==> config.mk <==
export PLATFORM = sky130hd
export DESIGN_NAME = lisc_top
export DESIGN_NICKNAME = d
export VERILOG_FILES = /design/src/rtl/lisc_clk_sel.v /design/src/rtl/lisc_irq_step.v /design/src/rtl/lisc_top.v
export VERILOG_INCLUDE_DIRS = /design/src /design/src/rtl
export SDC_FILE = /design/constraint.sdc
export NUM_CORES = 1
export LEC_CHECK = 0
export ABC_AREA = 1
export BUFFER_PORTS_ARGS = -buffer_cell sky130_fd_sc_hd__buf_2
export CAP_MARGIN = 20
export CORE_MARGIN = 8
export CORE_UTILIZATION = 50
export CTS_BUF_LIST = sky130_fd_sc_hd__clkbuf_8
export CTS_CLUSTER_DIAMETER = 40
export DETAILED_ROUTE_END_ITERATION = 8
export PLACE_DENSITY = 0.67
export SETUP_SLACK_MARGIN = 0.3
export SYNTH_ARGS = -nofsm -noshare
export SYNTH_HDL_FRONTEND = slang
export SYNTH_HIERARCHICAL = 1
export SYNTH_SLANG_ARGS = --single-unit
==> constraint.sdc <==
create_clock -name i_clk -period 4.3 [get_ports i_clk]
set_input_delay 0.645 -clock i_clk [delete_from_list [all_inputs] [get_ports i_clk]]
set_output_delay 0.645 -clock i_clk [all_outputs]
set_load 0.01 [all_outputs]
==> src/rtl/lisc_regs.vh <==
// register offsets, field positions and reset values for legacy index and system control
`ifndef LISC_REGS_VH
`define LISC_REGS_VH
`define LISC_OFF_LEGACY_BASE   8'h44
`define LISC_OFF_SYS_CTRL      8'h80
`define LISC_LEGACY_RESET      32'h00000001
`define LISC_SYS_CTRL_RESET    32'h00449060
`define LISC_BIT_STEP_HI       31
`define LISC_BIT_STEP_LO       30
`define LISC_BIT_TIE           29
`define LISC_BIT_RSVD28        28
`define LISC_BIT_CLK_SRC       27
`define LISC_BIT_ROUTE         26
`define LISC_BIT_SMI_FLAG      25
`define LISC_BIT_SMI_EN        24
`define LISC_OSC_DIV           8'h04
`endif

==> src/rtl/lisc_clk_sel.v <==
// power-switch clock source selection and internal oscillator divider
`timescale 1ns/1ps
module lisc_clk_sel #(
    parameter DIV = 4
) (
    input  wire       i_clk,
    input  wire       i_srst,
    input  wire       i_src_internal,
    input  wire       i_ext_clk,
    output reg        o_clk_out,
    output reg        o_clk_oe,
    output reg        o_sel_clk
);
    reg  [7:0] cnt_q;
    reg        osc_q;
    always @(posedge i_clk) begin
        if (i_srst) begin
            cnt_q     <= 8'h00;
            osc_q     <= 1'b0;
            o_clk_out <= 1'b0;
            o_clk_oe  <= 1'b0;
            o_sel_clk <= 1'b0;
        end else begin
            if (cnt_q == DIV[7:0] - 8'h01) begin
                cnt_q <= 8'h00;
                osc_q <= ~osc_q;
            end else begin
                cnt_q <= cnt_q + 8'h01;
            end
            o_clk_oe  <= i_src_internal;
            o_clk_out <= osc_q;
            o_sel_clk <= i_src_internal ? osc_q : i_ext_clk;
        end
    end
endmodule // lisc_clk_sel

==> src/rtl/lisc_irq_step.v <==
// maps first and second internal interrupts onto serialized slots a..d
`timescale 1ns/1ps
module lisc_irq_step (
    input  wire       i_clk,
    input  wire       i_srst,
    input  wire [1:0] i_step,
    input  wire       i_tie,
    input  wire       i_irq_a,
    input  wire       i_irq_b,
    output reg  [3:0] o_slots
);
    wire       a_eff;
    wire       b_eff;
    reg  [3:0] slots_d;
    assign a_eff = i_tie ? (i_irq_a | i_irq_b) : i_irq_a;
    assign b_eff = i_tie ? 1'b0 : i_irq_b;
    always @* begin
        case (i_step)
            2'h0:    slots_d = {2'h0, b_eff, a_eff};
            2'h1:    slots_d = {1'b0, b_eff, a_eff, 1'b0};
            default: slots_d = {b_eff, a_eff, 2'h0};
        endcase
    end
    always @(posedge i_clk) begin
        if (i_srst) begin
            o_slots <= 4'h0;
        end else begin
            o_slots <= slots_d;
        end
    end
endmodule // lisc_irq_step

==> src/rtl/lisc_top.v <==
// legacy index/data base register and upper system control bits
// Operation
// - io access at base is index port, base plus one is data port
// - base bit 0 reads one; bits 31..1 read/write, reset zero
// - one base register shared by both configuration functions
// - step field places interrupts in slots a/b, b/c, c/d, c/d
// - tie bit merges second interrupt into first, still stepped
// - clock source 0 takes external input, 1 drives internal oscillator out
// - selected clock drives the serial power switch clock output
// - socket power write raises irq2 when route 0, status change when 1
// - smi enable plus socket power write signals smi interrupt
// - per-socket smi flag set by power write when enabled, write one clears
// - global bits writable only through function 0, except route, which either function writes
// - bit 28 of system control reads zero
`timescale 1ns/1ps
`include "lisc_regs.vh"
module lisc_top #(
    parameter OSC_DIV = 4,
    parameter COMPAT_DEPTH = 64
) (
    input  wire        i_clk,
    input  wire        i_srst,
    input  wire        i_cfg_wr,
    input  wire        i_cfg_rd,
    input  wire        i_cfg_func,
    input  wire [7:0]  i_cfg_addr,
    input  wire [3:0]  i_cfg_be,
    input  wire [31:0] i_cfg_wdata,
    output reg  [31:0] o_cfg_rdata,
    input  wire        i_io_wr,
    input  wire        i_io_rd,
    input  wire [31:0] i_io_addr,
    input  wire [7:0]  i_io_wdata,
    output reg  [7:0]  o_io_rdata,
    output reg         o_io_hit,
    input  wire        i_sock_pwr_wr,
    input  wire        i_sock_sel,
    input  wire        i_irq_a,
    input  wire        i_irq_b,
    output reg  [3:0]  o_irq_slots,
    output reg         o_irq2,
    output reg         o_card_status_change_irq,
    output reg         o_smi,
    input  wire        i_ext_clk,
    output reg         o_clk_out,
    output reg         o_clk_oe,
    output reg         o_pwr_sw_clk
);
    reg  [31:1] base_q;
    reg  [1:0]  step_q;
    reg         tie_q;
    reg         clk_src_q;
    reg         route_q;
    reg         smi_en_q;
    reg  [1:0]  smi_flag_q;
    reg  [7:0]  index_q;
    reg  [7:0]  compat_q [0:COMPAT_DEPTH-1];
    wire [3:0]  slots_w;
    wire        clk_out_w;
    wire        clk_oe_w;
    wire        sel_clk_w;
    wire        idx_hit;
    wire        dat_hit;
    wire        g_wr;
    wire        sc_wr;
    wire        pwr_smi;
    wire [31:0] sys_rd;
    wire [31:0] base_addr;
    wire [31:0] base_new;
    wire [5:0]  cidx;
    integer     k;

    function [31:0] be_merge;
        input [31:0] old_v;
        input [31:0] new_v;
        input [3:0]  be;
        integer j;
        begin
            be_merge = old_v;
            for (j = 0; j < 4; j = j + 1) begin
                if (be[j]) begin
                    be_merge[j*8 +: 8] = new_v[j*8 +: 8];
                end
            end
        end
    endfunction

    // bit 0 of the register only marks io space; the port pair sits on an even address
    assign base_addr = {base_q, 1'b0};
    assign idx_hit   = (i_io_addr == base_addr);
    assign dat_hit   = (i_io_addr == {base_q, 1'b1});
    assign base_new  = be_merge({base_q, 1'b1}, i_cfg_wdata, i_cfg_be);
    assign cidx    = index_q[5:0];
    assign sc_wr   = i_cfg_wr && (i_cfg_addr == `LISC_OFF_SYS_CTRL) && i_cfg_be[3];
    assign g_wr    = sc_wr && !i_cfg_func;
    assign pwr_smi = i_sock_pwr_wr && smi_en_q;
    assign sys_rd  = {step_q, tie_q, 1'b0, clk_src_q, route_q,
                      smi_flag_q[i_cfg_func], smi_en_q, 24'h449060};

    lisc_irq_step u_step (
        .i_clk   (i_clk),
        .i_srst  (i_srst),
        .i_step  (step_q),
        .i_tie   (tie_q),
        .i_irq_a (i_irq_a),
        .i_irq_b (i_irq_b),
        .o_slots (slots_w)
    );

    lisc_clk_sel #(.DIV(OSC_DIV)) u_clk (
        .i_clk          (i_clk),
        .i_srst         (i_srst),
        .i_src_internal (clk_src_q),
        .i_ext_clk      (i_ext_clk),
        .o_clk_out      (clk_out_w),
        .o_clk_oe       (clk_oe_w),
        .o_sel_clk      (sel_clk_w)
    );

    always @(posedge i_clk) begin
        if (i_srst) begin
            base_q     <= 31'h00000000;
            step_q     <= 2'h0;
            tie_q      <= 1'b0;
            clk_src_q  <= 1'b0;
            route_q    <= 1'b0;
            smi_en_q   <= 1'b0;
            smi_flag_q <= 2'h0;
            index_q    <= 8'h00;
            for (k = 0; k < COMPAT_DEPTH; k = k + 1) begin
                compat_q[k] <= 8'h00;
            end
        end else begin
            if (i_cfg_wr && (i_cfg_addr == `LISC_OFF_LEGACY_BASE)) begin
                base_q <= base_new[31:1];
            end
            if (g_wr) begin
                step_q    <= i_cfg_wdata[`LISC_BIT_STEP_HI:`LISC_BIT_STEP_LO];
                tie_q     <= i_cfg_wdata[`LISC_BIT_TIE];
                clk_src_q <= i_cfg_wdata[`LISC_BIT_CLK_SRC];
                smi_en_q  <= i_cfg_wdata[`LISC_BIT_SMI_EN];
            end
            if (sc_wr) begin
                route_q <= i_cfg_wdata[`LISC_BIT_ROUTE];
            end
            for (k = 0; k < 2; k = k + 1) begin
                if (pwr_smi && (i_sock_sel == k[0])) begin
                    smi_flag_q[k] <= 1'b1;
                end else if (sc_wr && (i_cfg_func == k[0])
                             && i_cfg_wdata[`LISC_BIT_SMI_FLAG]) begin
                    smi_flag_q[k] <= 1'b0;
                end
            end
            if (i_io_wr && idx_hit) begin
                index_q <= i_io_wdata;
            end
            if (i_io_wr && dat_hit && (index_q < COMPAT_DEPTH)) begin
                compat_q[cidx] <= i_io_wdata;
            end
        end
    end

    always @(posedge i_clk) begin
        if (i_srst) begin
            o_cfg_rdata              <= 32'h00000000;
            o_io_rdata               <= 8'h00;
            o_io_hit                 <= 1'b0;
            o_irq_slots              <= 4'h0;
            o_irq2                   <= 1'b0;
            o_card_status_change_irq <= 1'b0;
            o_smi                    <= 1'b0;
            o_clk_out                <= 1'b0;
            o_clk_oe                 <= 1'b0;
            o_pwr_sw_clk             <= 1'b0;
        end else begin
            if (i_cfg_rd) begin
                case (i_cfg_addr)
                    `LISC_OFF_LEGACY_BASE: o_cfg_rdata <= {base_q, 1'b1};
                    `LISC_OFF_SYS_CTRL:    o_cfg_rdata <= sys_rd;
                    default:               o_cfg_rdata <= 32'h00000000;
                endcase
            end
            o_io_hit <= (i_io_wr || i_io_rd) && (idx_hit || dat_hit);
            if (i_io_rd && idx_hit) begin
                o_io_rdata <= index_q;
            end else if (i_io_rd && dat_hit) begin
                o_io_rdata <= (index_q < COMPAT_DEPTH) ? compat_q[cidx] : 8'h00;
            end
            o_irq_slots              <= slots_w;
            o_irq2                   <= i_sock_pwr_wr && !route_q;
            o_card_status_change_irq <= i_sock_pwr_wr && route_q;
            o_smi                    <= pwr_smi;
            o_clk_out                <= clk_out_w;
            o_clk_oe                 <= clk_oe_w;
            o_pwr_sw_clk             <= sel_clk_w;
        end
    end
endmodule // lisc_top

### Word-level counts from Yosys, hierarchy flattened

Memory sizes are Yosys's and may differ from the RTL's. A register that Yosys moved wholly into a read port is not among the register bits.
Index checks and enable logic that the tools add are counted.

| operators by class | value |
|---|---|
| bitwise logic cells | 4 |
| equality and inequality tests | 6 |
| muxes and demuxes | 24 |
| add/subtract/negate cells | 1 |
| $lt $le $gt $ge | 2 |
| reductions and logical operators | 33 |

Operators by type and width:

| operator | number |
|---|---|
| 32-bit equality test | 2 |
| 32-bit one-hot mux with 2 select lines | 1 |
| 8-bit 2-to-1 mux | 4 |
| 1-bit logical AND | 19 |
| 6-bit 2-to-1 mux | 3 |
| 1-bit 2-to-1 mux | 15 |
| 8-bit by 1-bit adder with 8-bit output (second input constant) | 1 |
| 8-bit by 2-bit equality test with 1-bit output (second input constant) | 1 |
| 8-bit by 7-bit equality test with 1-bit output (second input constant) | 1 |
| 8-bit equality test (second input constant) | 1 |
| 8-bit by 7-bit < comparator with 1-bit output (second input constant) | 1 |
| 4-bit one-hot mux with 2 select lines | 1 |
| 2-bit AND reduction | 4 |
| 8-bit OR reduction | 1 |
| 2-bit nonzero test | 3 |
| 1-bit NOT | 3 |
| 2-bit by 1-bit equality test with 1-bit output (second input constant) | 1 |
| 1-bit logical NOT | 2 |
| 2-bit logical NOT | 1 |
| 1-bit logical OR | 2 |
| 1-bit by 2-bit < comparator with 1-bit output (second input constant) | 1 |
| 2-bit OR reduction | 1 |
| 1-bit OR | 1 |

| word-level totals | value |
|---|---|
| input bits | 96 |
| output and inout port bits | 51 |
| register bits | 114 |
| bits in writable memories | 512 |
| memories | 1 |

Memory list:

| memory | depth | bits a word | read ports | clocked after Yosys merged registers in | write ports | line | source |
|---|---|---|---|---|---|---|---|
| compat_q | 64 | 8 | 1 | 1 | 64 | lisc_top.v:57 | `reg [7:0] compat_q [0:COMPAT_DEPTH-1];` |

### Longest topological paths before layout

Gate-level depths: netlist (run 1).

| depth | value |
|---|---|
| depth in word-level cells | 8 |
| mapped depth | 15 |

### Hierarchy

Netlist (run 1), hierarchy kept.

Modules (own cells, without submodules):

| module | seq. area each (µm²) | instances | cells each | area each (µm²) |
|---|---|---|---|---|
| lisc_top | 17,456.7 | 1 | 3,017 | 28,767.6 |
| lisc_clk_sel | 240.2 | 1 | 78 | 570.5 |
| lisc_irq_step | 80.1 | 1 | 25 | 165.2 |

### Worst setup path before layout (run 1)

Ideal clock, no wire load.

| path | value |
|---|---|
| path kind | input to register |
| from | in i_io_addr[29] |
| to | mem compat_q[16][0], enable pin |
| required time | 3.971 ns |
| buffers on the path | 2 |
| library setup time | 0.329 ns |
| path slack | 1.929 ns |
| data arrival time | 2.042 ns |
| stages on the path | 11 |
| path through | xnor2_1 > nand2_1 > nor2_1 > nand2_1 > inv_1 > nand2_1 > nor3_2 > buf_6 > buf_8 > nand4_4 > nand2_1 |

RTL lines:

| what | line | source |
|---|---|---|
| start: declaration | lisc_top.v:32 | `input wire [31:0] i_io_addr,` |
| end: declaration | lisc_top.v:57 |  |

==> results of run 1 <==
## logic make-up (layout without fill, tap and decap cells)
family          count (synthesis)  count (layout)  synth area share
fa+ha+maj                       1               1          0.000424
mux                             1               1          0.000339
buf+inv                       316             485            0.0455
simple gates                 2020            2020             0.320
xor+xnor                       24              24           0.00712
compound gates                126             126            0.0237
other cells                     0               5                 0
flops                         632             632             0.603
## per-layer routing
layer  global-route usage  routed length [um]
met1                0.302               32600
met2                0.372               36700
met5                    0                   0
met4                0.109                3490
met3               0.0497                6900
## cell type report
| cell class | instances | area (um2) | area share |
|---|---|---|---|
| multi-input combinational | 2172 | 10400 | 0.318 |
| tap | 773 | 967 | 0.0295 |
| sequential | 632 | 17800 | 0.543 |
| antenna | 5 | 12.5 | 0.000382 |
| clock buffer | 120 | 1650 | 0.0504 |
| inverter | 107 | 413 | 0.0126 |
| timing repair buffer | 192 | 1140 | 0.0348 |
| clock inverter | 66 | 375 | 0.0115 |
## critical path, cell delays in order, from the launching register on
cell     delay (ps)
dfxtp_1         390
xnor2_1         130
nand2_1          60
nor2_1          210
nand2_1         140
inv_1            70
nand2_1          90
nor3_4          530
buf_12          330
nand4_2         260
nand2_1         350
## state kept, by name, summed over array words and instances, names as in the netlist, 2 cells and up, named ones only
name	cells
index_q	8
base_q	31
u_clk/cnt_q	8
o_irq_slots	4
o_cfg_rdata	32
smi_flag_q	2
step_q	2
u_step/o_slots	4
compat_q	512
o_io_rdata	8
## layout by cell type (no fill, tap or decap), types with 3 or more instances in the layout
master,synthesis,routed
a21oi_2,4,4
nand3_1,467,467
clkinv_2,0,8
buf_12,2,5
inv_6,0,3
clkinv_1,0,14
o221ai_1,6,6
nand2_2,5,5
nor2_1,577,577
xnor2_1,24,24
buf_4,6,42
nand2_1,875,875
o21ai_0,34,34
inv_1,90,125
nor2_2,12,9
nor3_4,8,9
inv_2,17,16
a21oi_1,73,73
a221oi_1,6,6
nand4_4,62,62
buf_2,39,145
nor2_4,0,3
clkbuf_8,0,120
nand4_1,3,3
edfxtp_1,512,512
dfxtp_4,0,3
dfxtp_1,120,116
bufinv_16,0,4
diode_2,0,5
## worst paths after layout
| path | from | end | slack [ps] | cells past startpoint |
|---|---|---|---|---|
| worst min register to register | u_clk/o_clk_out$_SDFF_PP0_ | o_clk_out$_SDFF_PP0_ | 410 | 2 |
| worst max register to register | base_q[22]$_SDFFE_PP0P_ | compat_q[26][2]$_SDFFCE_PN0P_ | 1350 | 10 |
| worst min-delay path | i_sock_sel | smi_flag_q[0]$_SDFFE_PP0P_ | 190 | 2 |
| worst max-delay path | base_q[22]$_SDFFE_PP0P_ | compat_q[26][2]$_SDFFCE_PN0P_ | 1350 | 10 |
## power breakdown
part / total (mW) / internal [mW] / switching [mW]
sequential: 6.81 / 6.76 / 0.0526
combinational: 0.499 / 0.119 / 0.380
clock: 5.10 / 2.76 / 2.34
==> impl_summary.md, run 1 <==
Place
Prior to clock tree synthesis, the placed netlist has a worst setup slack of 974 ps. The number of port buffers is 145. The HPWL after detailed placement is 51400 um. The instance count after placement with tap cells included is 3875. The placed instances occupy a cell area of 30700 um2. The last weighted congestion value of the routability-driven placer is 0.919.

Worst setup path
The critical path is of the reg2reg type. STA puts the critical path data arrival time at 3290 ps. The critical path required time is 4640 ps. STA classifies the critical path startpoint as a flip-flop. STA classifies the critical path endpoint as a flip-flop. The biggest fanout along the worst timing path is 21.

Yosys
The mean cell area of the mapped netlist is 9.46 um2. Counting instances in the post-synthesis netlist gives the leading cell types as nand2_1, nor2_1, edfxtp_1. The cell with the most instances after synthesis is nand2_1. Of the post-synthesis cell area, the dominant cell type holds 0.521. The gate count of the mapped netlist is 3120. The synthesized design spends more area on one cell type than any other, namely edfxtp_1. The synthesized cell area is 29500 um2. The number of synthesis warnings is 6. In the synthesized netlist the dominant register cell turns out to be edfxtp_1. In this run, synthesis inferred 512 flip-flops with an integrated enable.

In the synthesized netlist the async set-or-reset flop fraction comes to 0. Of the synthesized area, sequential elements account for 0.603. In the post-synthesis netlist, the biggest area contributors are edfxtp_1, nand2_1, dfxtp_1. Synthesis instantiated 39 different standard cells from the library. Synthesis produced a netlist with a net count of 3217. The synthesized flop and latch total is 632.

Cells and area
The finished layout holds 4067 standard cells, fillers aside. The final design utilization is 0.558. The finished cells cover 32800 um2. The final layout contains 3305 nets. Of the cells placed in the final design, the portion with a size suffix greater than 1 is 0.135. The area overhead of the layout relative to synthesis is 11.0%. The layout has 5018 filler cells.

Floorplan
Measured along the x axis, the die boundary spans 259 um. The overall die height is 259 um. The die area is 67000 um2. In this run the core area contains 89 standard-cell rows. The core footprint is 58700 um2.

In this run the count of I/O pins placed on the die edge is 147. The starting utilization of the core area is 0.503.

Timing
The final hold violation count is 0. Setup violations remaining at the end of the flow were counted as 0. Setup repair after global routing left no endpoint under its margin. The pin slew with the least headroom to its limit is 1470 ps. The routed design could run at a clock period as short as 2950 ps. The share of the clock period used by the worst path is 0.685. The aggregate negative setup slack is 0 ps.

The timing-limited maximum frequency is 339 MHz. The final clock skew is 25.6 ps. Setup slack closes at 1350 ps. The final number of max-transition violations is 0. In this run the tightest slew margin relative to its limit is 0.0173.

Across all hold checks on the routed design, the worst slack comes to 193 ps.

Hold path
In this run the worst hold path is classified as in2reg.

Global route
The largest net degree at the start of global routing is 257. The combined global-route utilization of all metal layers is 0.233. The first-pass GRT wire length is 122000 um. The number of global-route vias before repair is 22102. The total overflow reported by the global router is 0.

The initial antenna violation count is 4.

Power and ir drop
For this design the static power due to leakage is 13.5 nW. Power spread over the standard cell area amounts to 379 nW/um2. The power after layout is 12.4 mW. The worst voltage drop across the vdd grid is 259 uV.

Clocking
In this run the deepest clock path goes through 3 buffers. The tree is rooted in a clkbuf_8. TritonCTS built the clock tree. CTS saw 632 sinks.

Once the clock tree was built, the setup fixing pass inserted 0 buffers. Hold repair after CTS inserted 0 buffers. The number of buffers created by CTS is 103. In this run, post-CTS repair resized a total of 0 instances. The clock latency reported for the late side of the worst-skew pair is 700 ps. Clock-pin slew was measured on the worst setup and hold paths at 60 ps. The H-tree level count is 3.

Route
The routed design has 79600 um of wire. The detail route stage leaves a number of antenna-violating nets equal to 0. The number of detailed-route iterations in the first pass is 6. The total vias in the final route is 22745. The number of remaining DRC errors is 0. The via-per-instance ratio is 5.59. The post-detailed-route wirelength per cell is 19.6 um. The iteration-0 DRC count of the detailed router is 2274.

Outcome
The run finished with clean final reports.

Flow run
The max-cap check violation count is 0.
No activity file was read; power rests on OpenSTA's default activity.
==> inputs of run 2 (changes only) <==
--- a/config.mk
+++ b/config.mk
@@ -14,7 +14,7 @@
 export CTS_BUF_LIST = sky130_fd_sc_hd__clkbuf_8
 export CTS_CLUSTER_DIAMETER = 40
 export DETAILED_ROUTE_END_ITERATION = 8
-export PLACE_DENSITY = 0.67
+export PLACE_DENSITY = 0.7
 export SETUP_SLACK_MARGIN = 0.3
 export SYNTH_ARGS = -nofsm -noshare
 export SYNTH_HDL_FRONTEND = slang
==> constraint.sdc (replaced) <==
create_clock -name i_clk -period 2.5 [get_ports i_clk]
set_input_delay 0.375 -clock i_clk [delete_from_list [all_inputs] [get_ports i_clk]]
set_output_delay 0.375 -clock i_clk [all_outputs]
set_load 0.01 [all_outputs]
==> impl_summary.md, run 2 (synthesis gave the netlist of run 1 again) <==
Global route
The largest net degree at the start of global routing is 129 (-50%). The total overflow reported by the global router is 0 (unchanged). The initial antenna violation count came to 5 (+1). The first-pass GRT wire length is 128000 um (+4.3%).

The number of global-route vias before repair came to 23639 (+7.0%). The combined global-route utilization of all metal layers is 0.242 (+0.00979).

Floorplan
The die area came to 67000 um2 (unchanged). The overall die height is 259 um (unchanged). The core footprint came to 58700 um2 (unchanged).

The row count was 89 (unchanged). The starting utilization of the core area is 0.503 (unchanged). The top-level port count is 147 (unchanged). The chip width is 259 um (unchanged).

Worst setup path
The element type at the critical path start is a flip-flop. The critical path required time is 2890 ps (-1750 ps). The endpoint class of the critical path is a flip-flop.

The arrival time reported for the critical path endpoint is 2700 ps (-590 ps). The biggest fanout along the worst timing path is 8 (-62%). By startpoint and endpoint, the worst setup path is classified as reg2reg.

Cells and area
The flip-flop count of the largest register after layout is 512 (unchanged). The sequential cell area is 17800 um2 (+0.13%). In the layout the commonest cells are nand2_1, nor2_1, edfxtp_1.

The footprint of the multi-input gates is 10900 um2 (+4.9%). The share of final-layout standard cells stronger than drive strength 1 is 0.205 (+0.0700). The number of standard cells in the final layout excluding fillers is 4266 (+4.9%).

From synthesis to final layout, the design area changed by 21.7%. The most flop-heavy register is compat_q. The largest registers in the layout are compat_q x512, o_cfg_rdata x32, base_q x31. The filler cell count in the final layout is 4658 (-7.2%).

The final non-filler cell area is 35900 um2 (+9.6%). The total number of nets in the final design is 3504 (+6.0%). The final design utilization is 0.612 (+0.0537). The most frequent standard cell in the layout excluding fill and tap cells is nand2_1.

Clocking
TritonCTS built the clock tree. The clock sink count was 632 (unchanged). The clock-pin slew on the worst setup and hold paths is 60 ps (about the same). The H-tree level count is 3 (unchanged). The maximum number of buffers from clock root to sink is 3 (unchanged).

The cell sitting at the root of the clock tree is a clkbuf_8. The number of buffers created by CTS came to 105 (+1.9%). The clock latency reported for the late side of the worst-skew pair was 700 ps (about the same).

Timing
The final number of max-transition violations is 0 (unchanged). The pin slew with the least headroom to its limit is 746 ps (-728 ps). The final-report setup violation count is 0 (unchanged). The final hold violation count is 0 (unchanged). The worst slew slack as a fraction of its limit is 0.503 (+0.485). The timing-limited maximum frequency is 433 MHz (+28%). The final clock skew came to 43.8 ps (+18.2 ps). The aggregate negative setup slack came to 0 ps (unchanged). The clock period minus final worst setup slack came to 2310 ps (-637 ps). Setup repair after global routing could not meet its margin everywhere.

The share of the clock period used by the worst path was 0.924 (+0.239). The post-route worst setup slack is 191 ps (-1160 ps).

Route
The remaining antenna violation count is 0 (unchanged). The total vias in the final route is 24037 (+5.7%). The total length of routed wires is 86400 um (+8.5%). The number of remaining DRC errors is 0 (unchanged). The post-detailed-route wirelength per cell is 20.2 um (+3.4%).

The iteration-0 DRC count of the detailed router is 3040 (+34%). The via-per-instance ratio is 5.63 (+0.75%). The number of detailed-route iterations in the first pass came to 6 (unchanged).

Power and ir drop
The power per cell area is 610 nW/um2 (+61%). The leakage power total is 14.7 nW (+9.3%). The worst voltage drop across the vdd grid is 515 uV (+99%).

Place
The post-detailed-placement half-perimeter wirelength is 52000 um (+1.2%). The worst slack at placement came to -29.1 ps (-1000 ps). The number of port buffers is 145 (unchanged). The instance count after placement with tap cells included is 3993 (+3.0%). The placed instance area is 32100 um2 (+4.4%).

The last weighted congestion value of the routability-driven placer is 0.898 (-2.3%).

Outcome
The flow ran to the end, and the final reports show no timing, DRC or antenna violations.

Flow run
The max-cap check violation count is 0 (unchanged).

Hold path
The path class of the lowest-slack min-delay path is in2reg.
-- run 2: path summary, 6_finish.rpt --
kind	slack, ps	start	depth (start not counted)	endpoint
max	190	base_q[20]$_SDFFE_PP0P_	14	compat_q[40][7]$_SDFFCE_PN0P_
min	70	i_cfg_func	3	smi_flag_q[1]$_SDFFE_PP0P_
max reg2reg	190	base_q[20]$_SDFFE_PP0P_	14	compat_q[40][7]$_SDFFCE_PN0P_
min reg2reg	400	u_clk/o_clk_oe$_SDFF_PP0_	2	o_clk_oe$_SDFF_PP0_
-- run 2: power by group --
group	total, mW	internal (mW)	switching [mW]
Clock	9.13	5.04	4.09
Sequential	11.7	11.6	0.0903
Combinational	1.06	0.340	0.716
Total	21.9	17.0	4.90
-- run 2: through the flow --
step	power [mW]	hold WS, ps
after floorplan	12.4	388
after global placement	12.8	395
after detailed placement	12.9	395
after CTS	22.0	5.55
after global routing	22.5	52.4
final	21.9	69.2
-- run 2: cell type report --
class,count,area share
antenna,5,0.000348
clock buffer,112,0.0429
timing repair buffer,389,0.102
clock inverter,76,0.0153
tap,773,0.0269
sequential,632,0.496
multi-input combinational,2172,0.304
inverter,107,0.0119
-- run 2: worst max-delay path, cell delays in order, from the launching register on --
cell and delay (ps):
dfxtp_1 350, inv_1 70, nand2_1 70, nand4_1 140, nor2_2 120, nand2_1 80
inv_1 70, nand2_2 70, nor3_4 230, buf_6 160, buf_16 140, buf_16 160
nand4_4 90, nand2_2 110, buf_12 130
-- run 2: routing by layer --
metal | share of wire | track usage | up-vias
met1 | 0.37 | 0.306 | 11435
met3 | 0.10 | 0.0440 | 202
met5 | 0 | 0 | -
met4 | 0.033 | 0.0965 | 0
met2 | 0.49 | 0.411 | 1339
li1 | - | - | 11061
-- run 2: timing repair --
| item | 4_1_cts | 5_1_grt |
|---|---|---|
| cloned | 2 | 10 |
| endpoints found under the setup margin | 540 | 1024 |
| endpoints found under the hold margin | 50 | 0 |
| hold buffers | 57 | 0 |
| gates resized for setup | 75 | 154 |
| pin swaps | 19 | 2 |
| setup buffers | 5 | 6 |
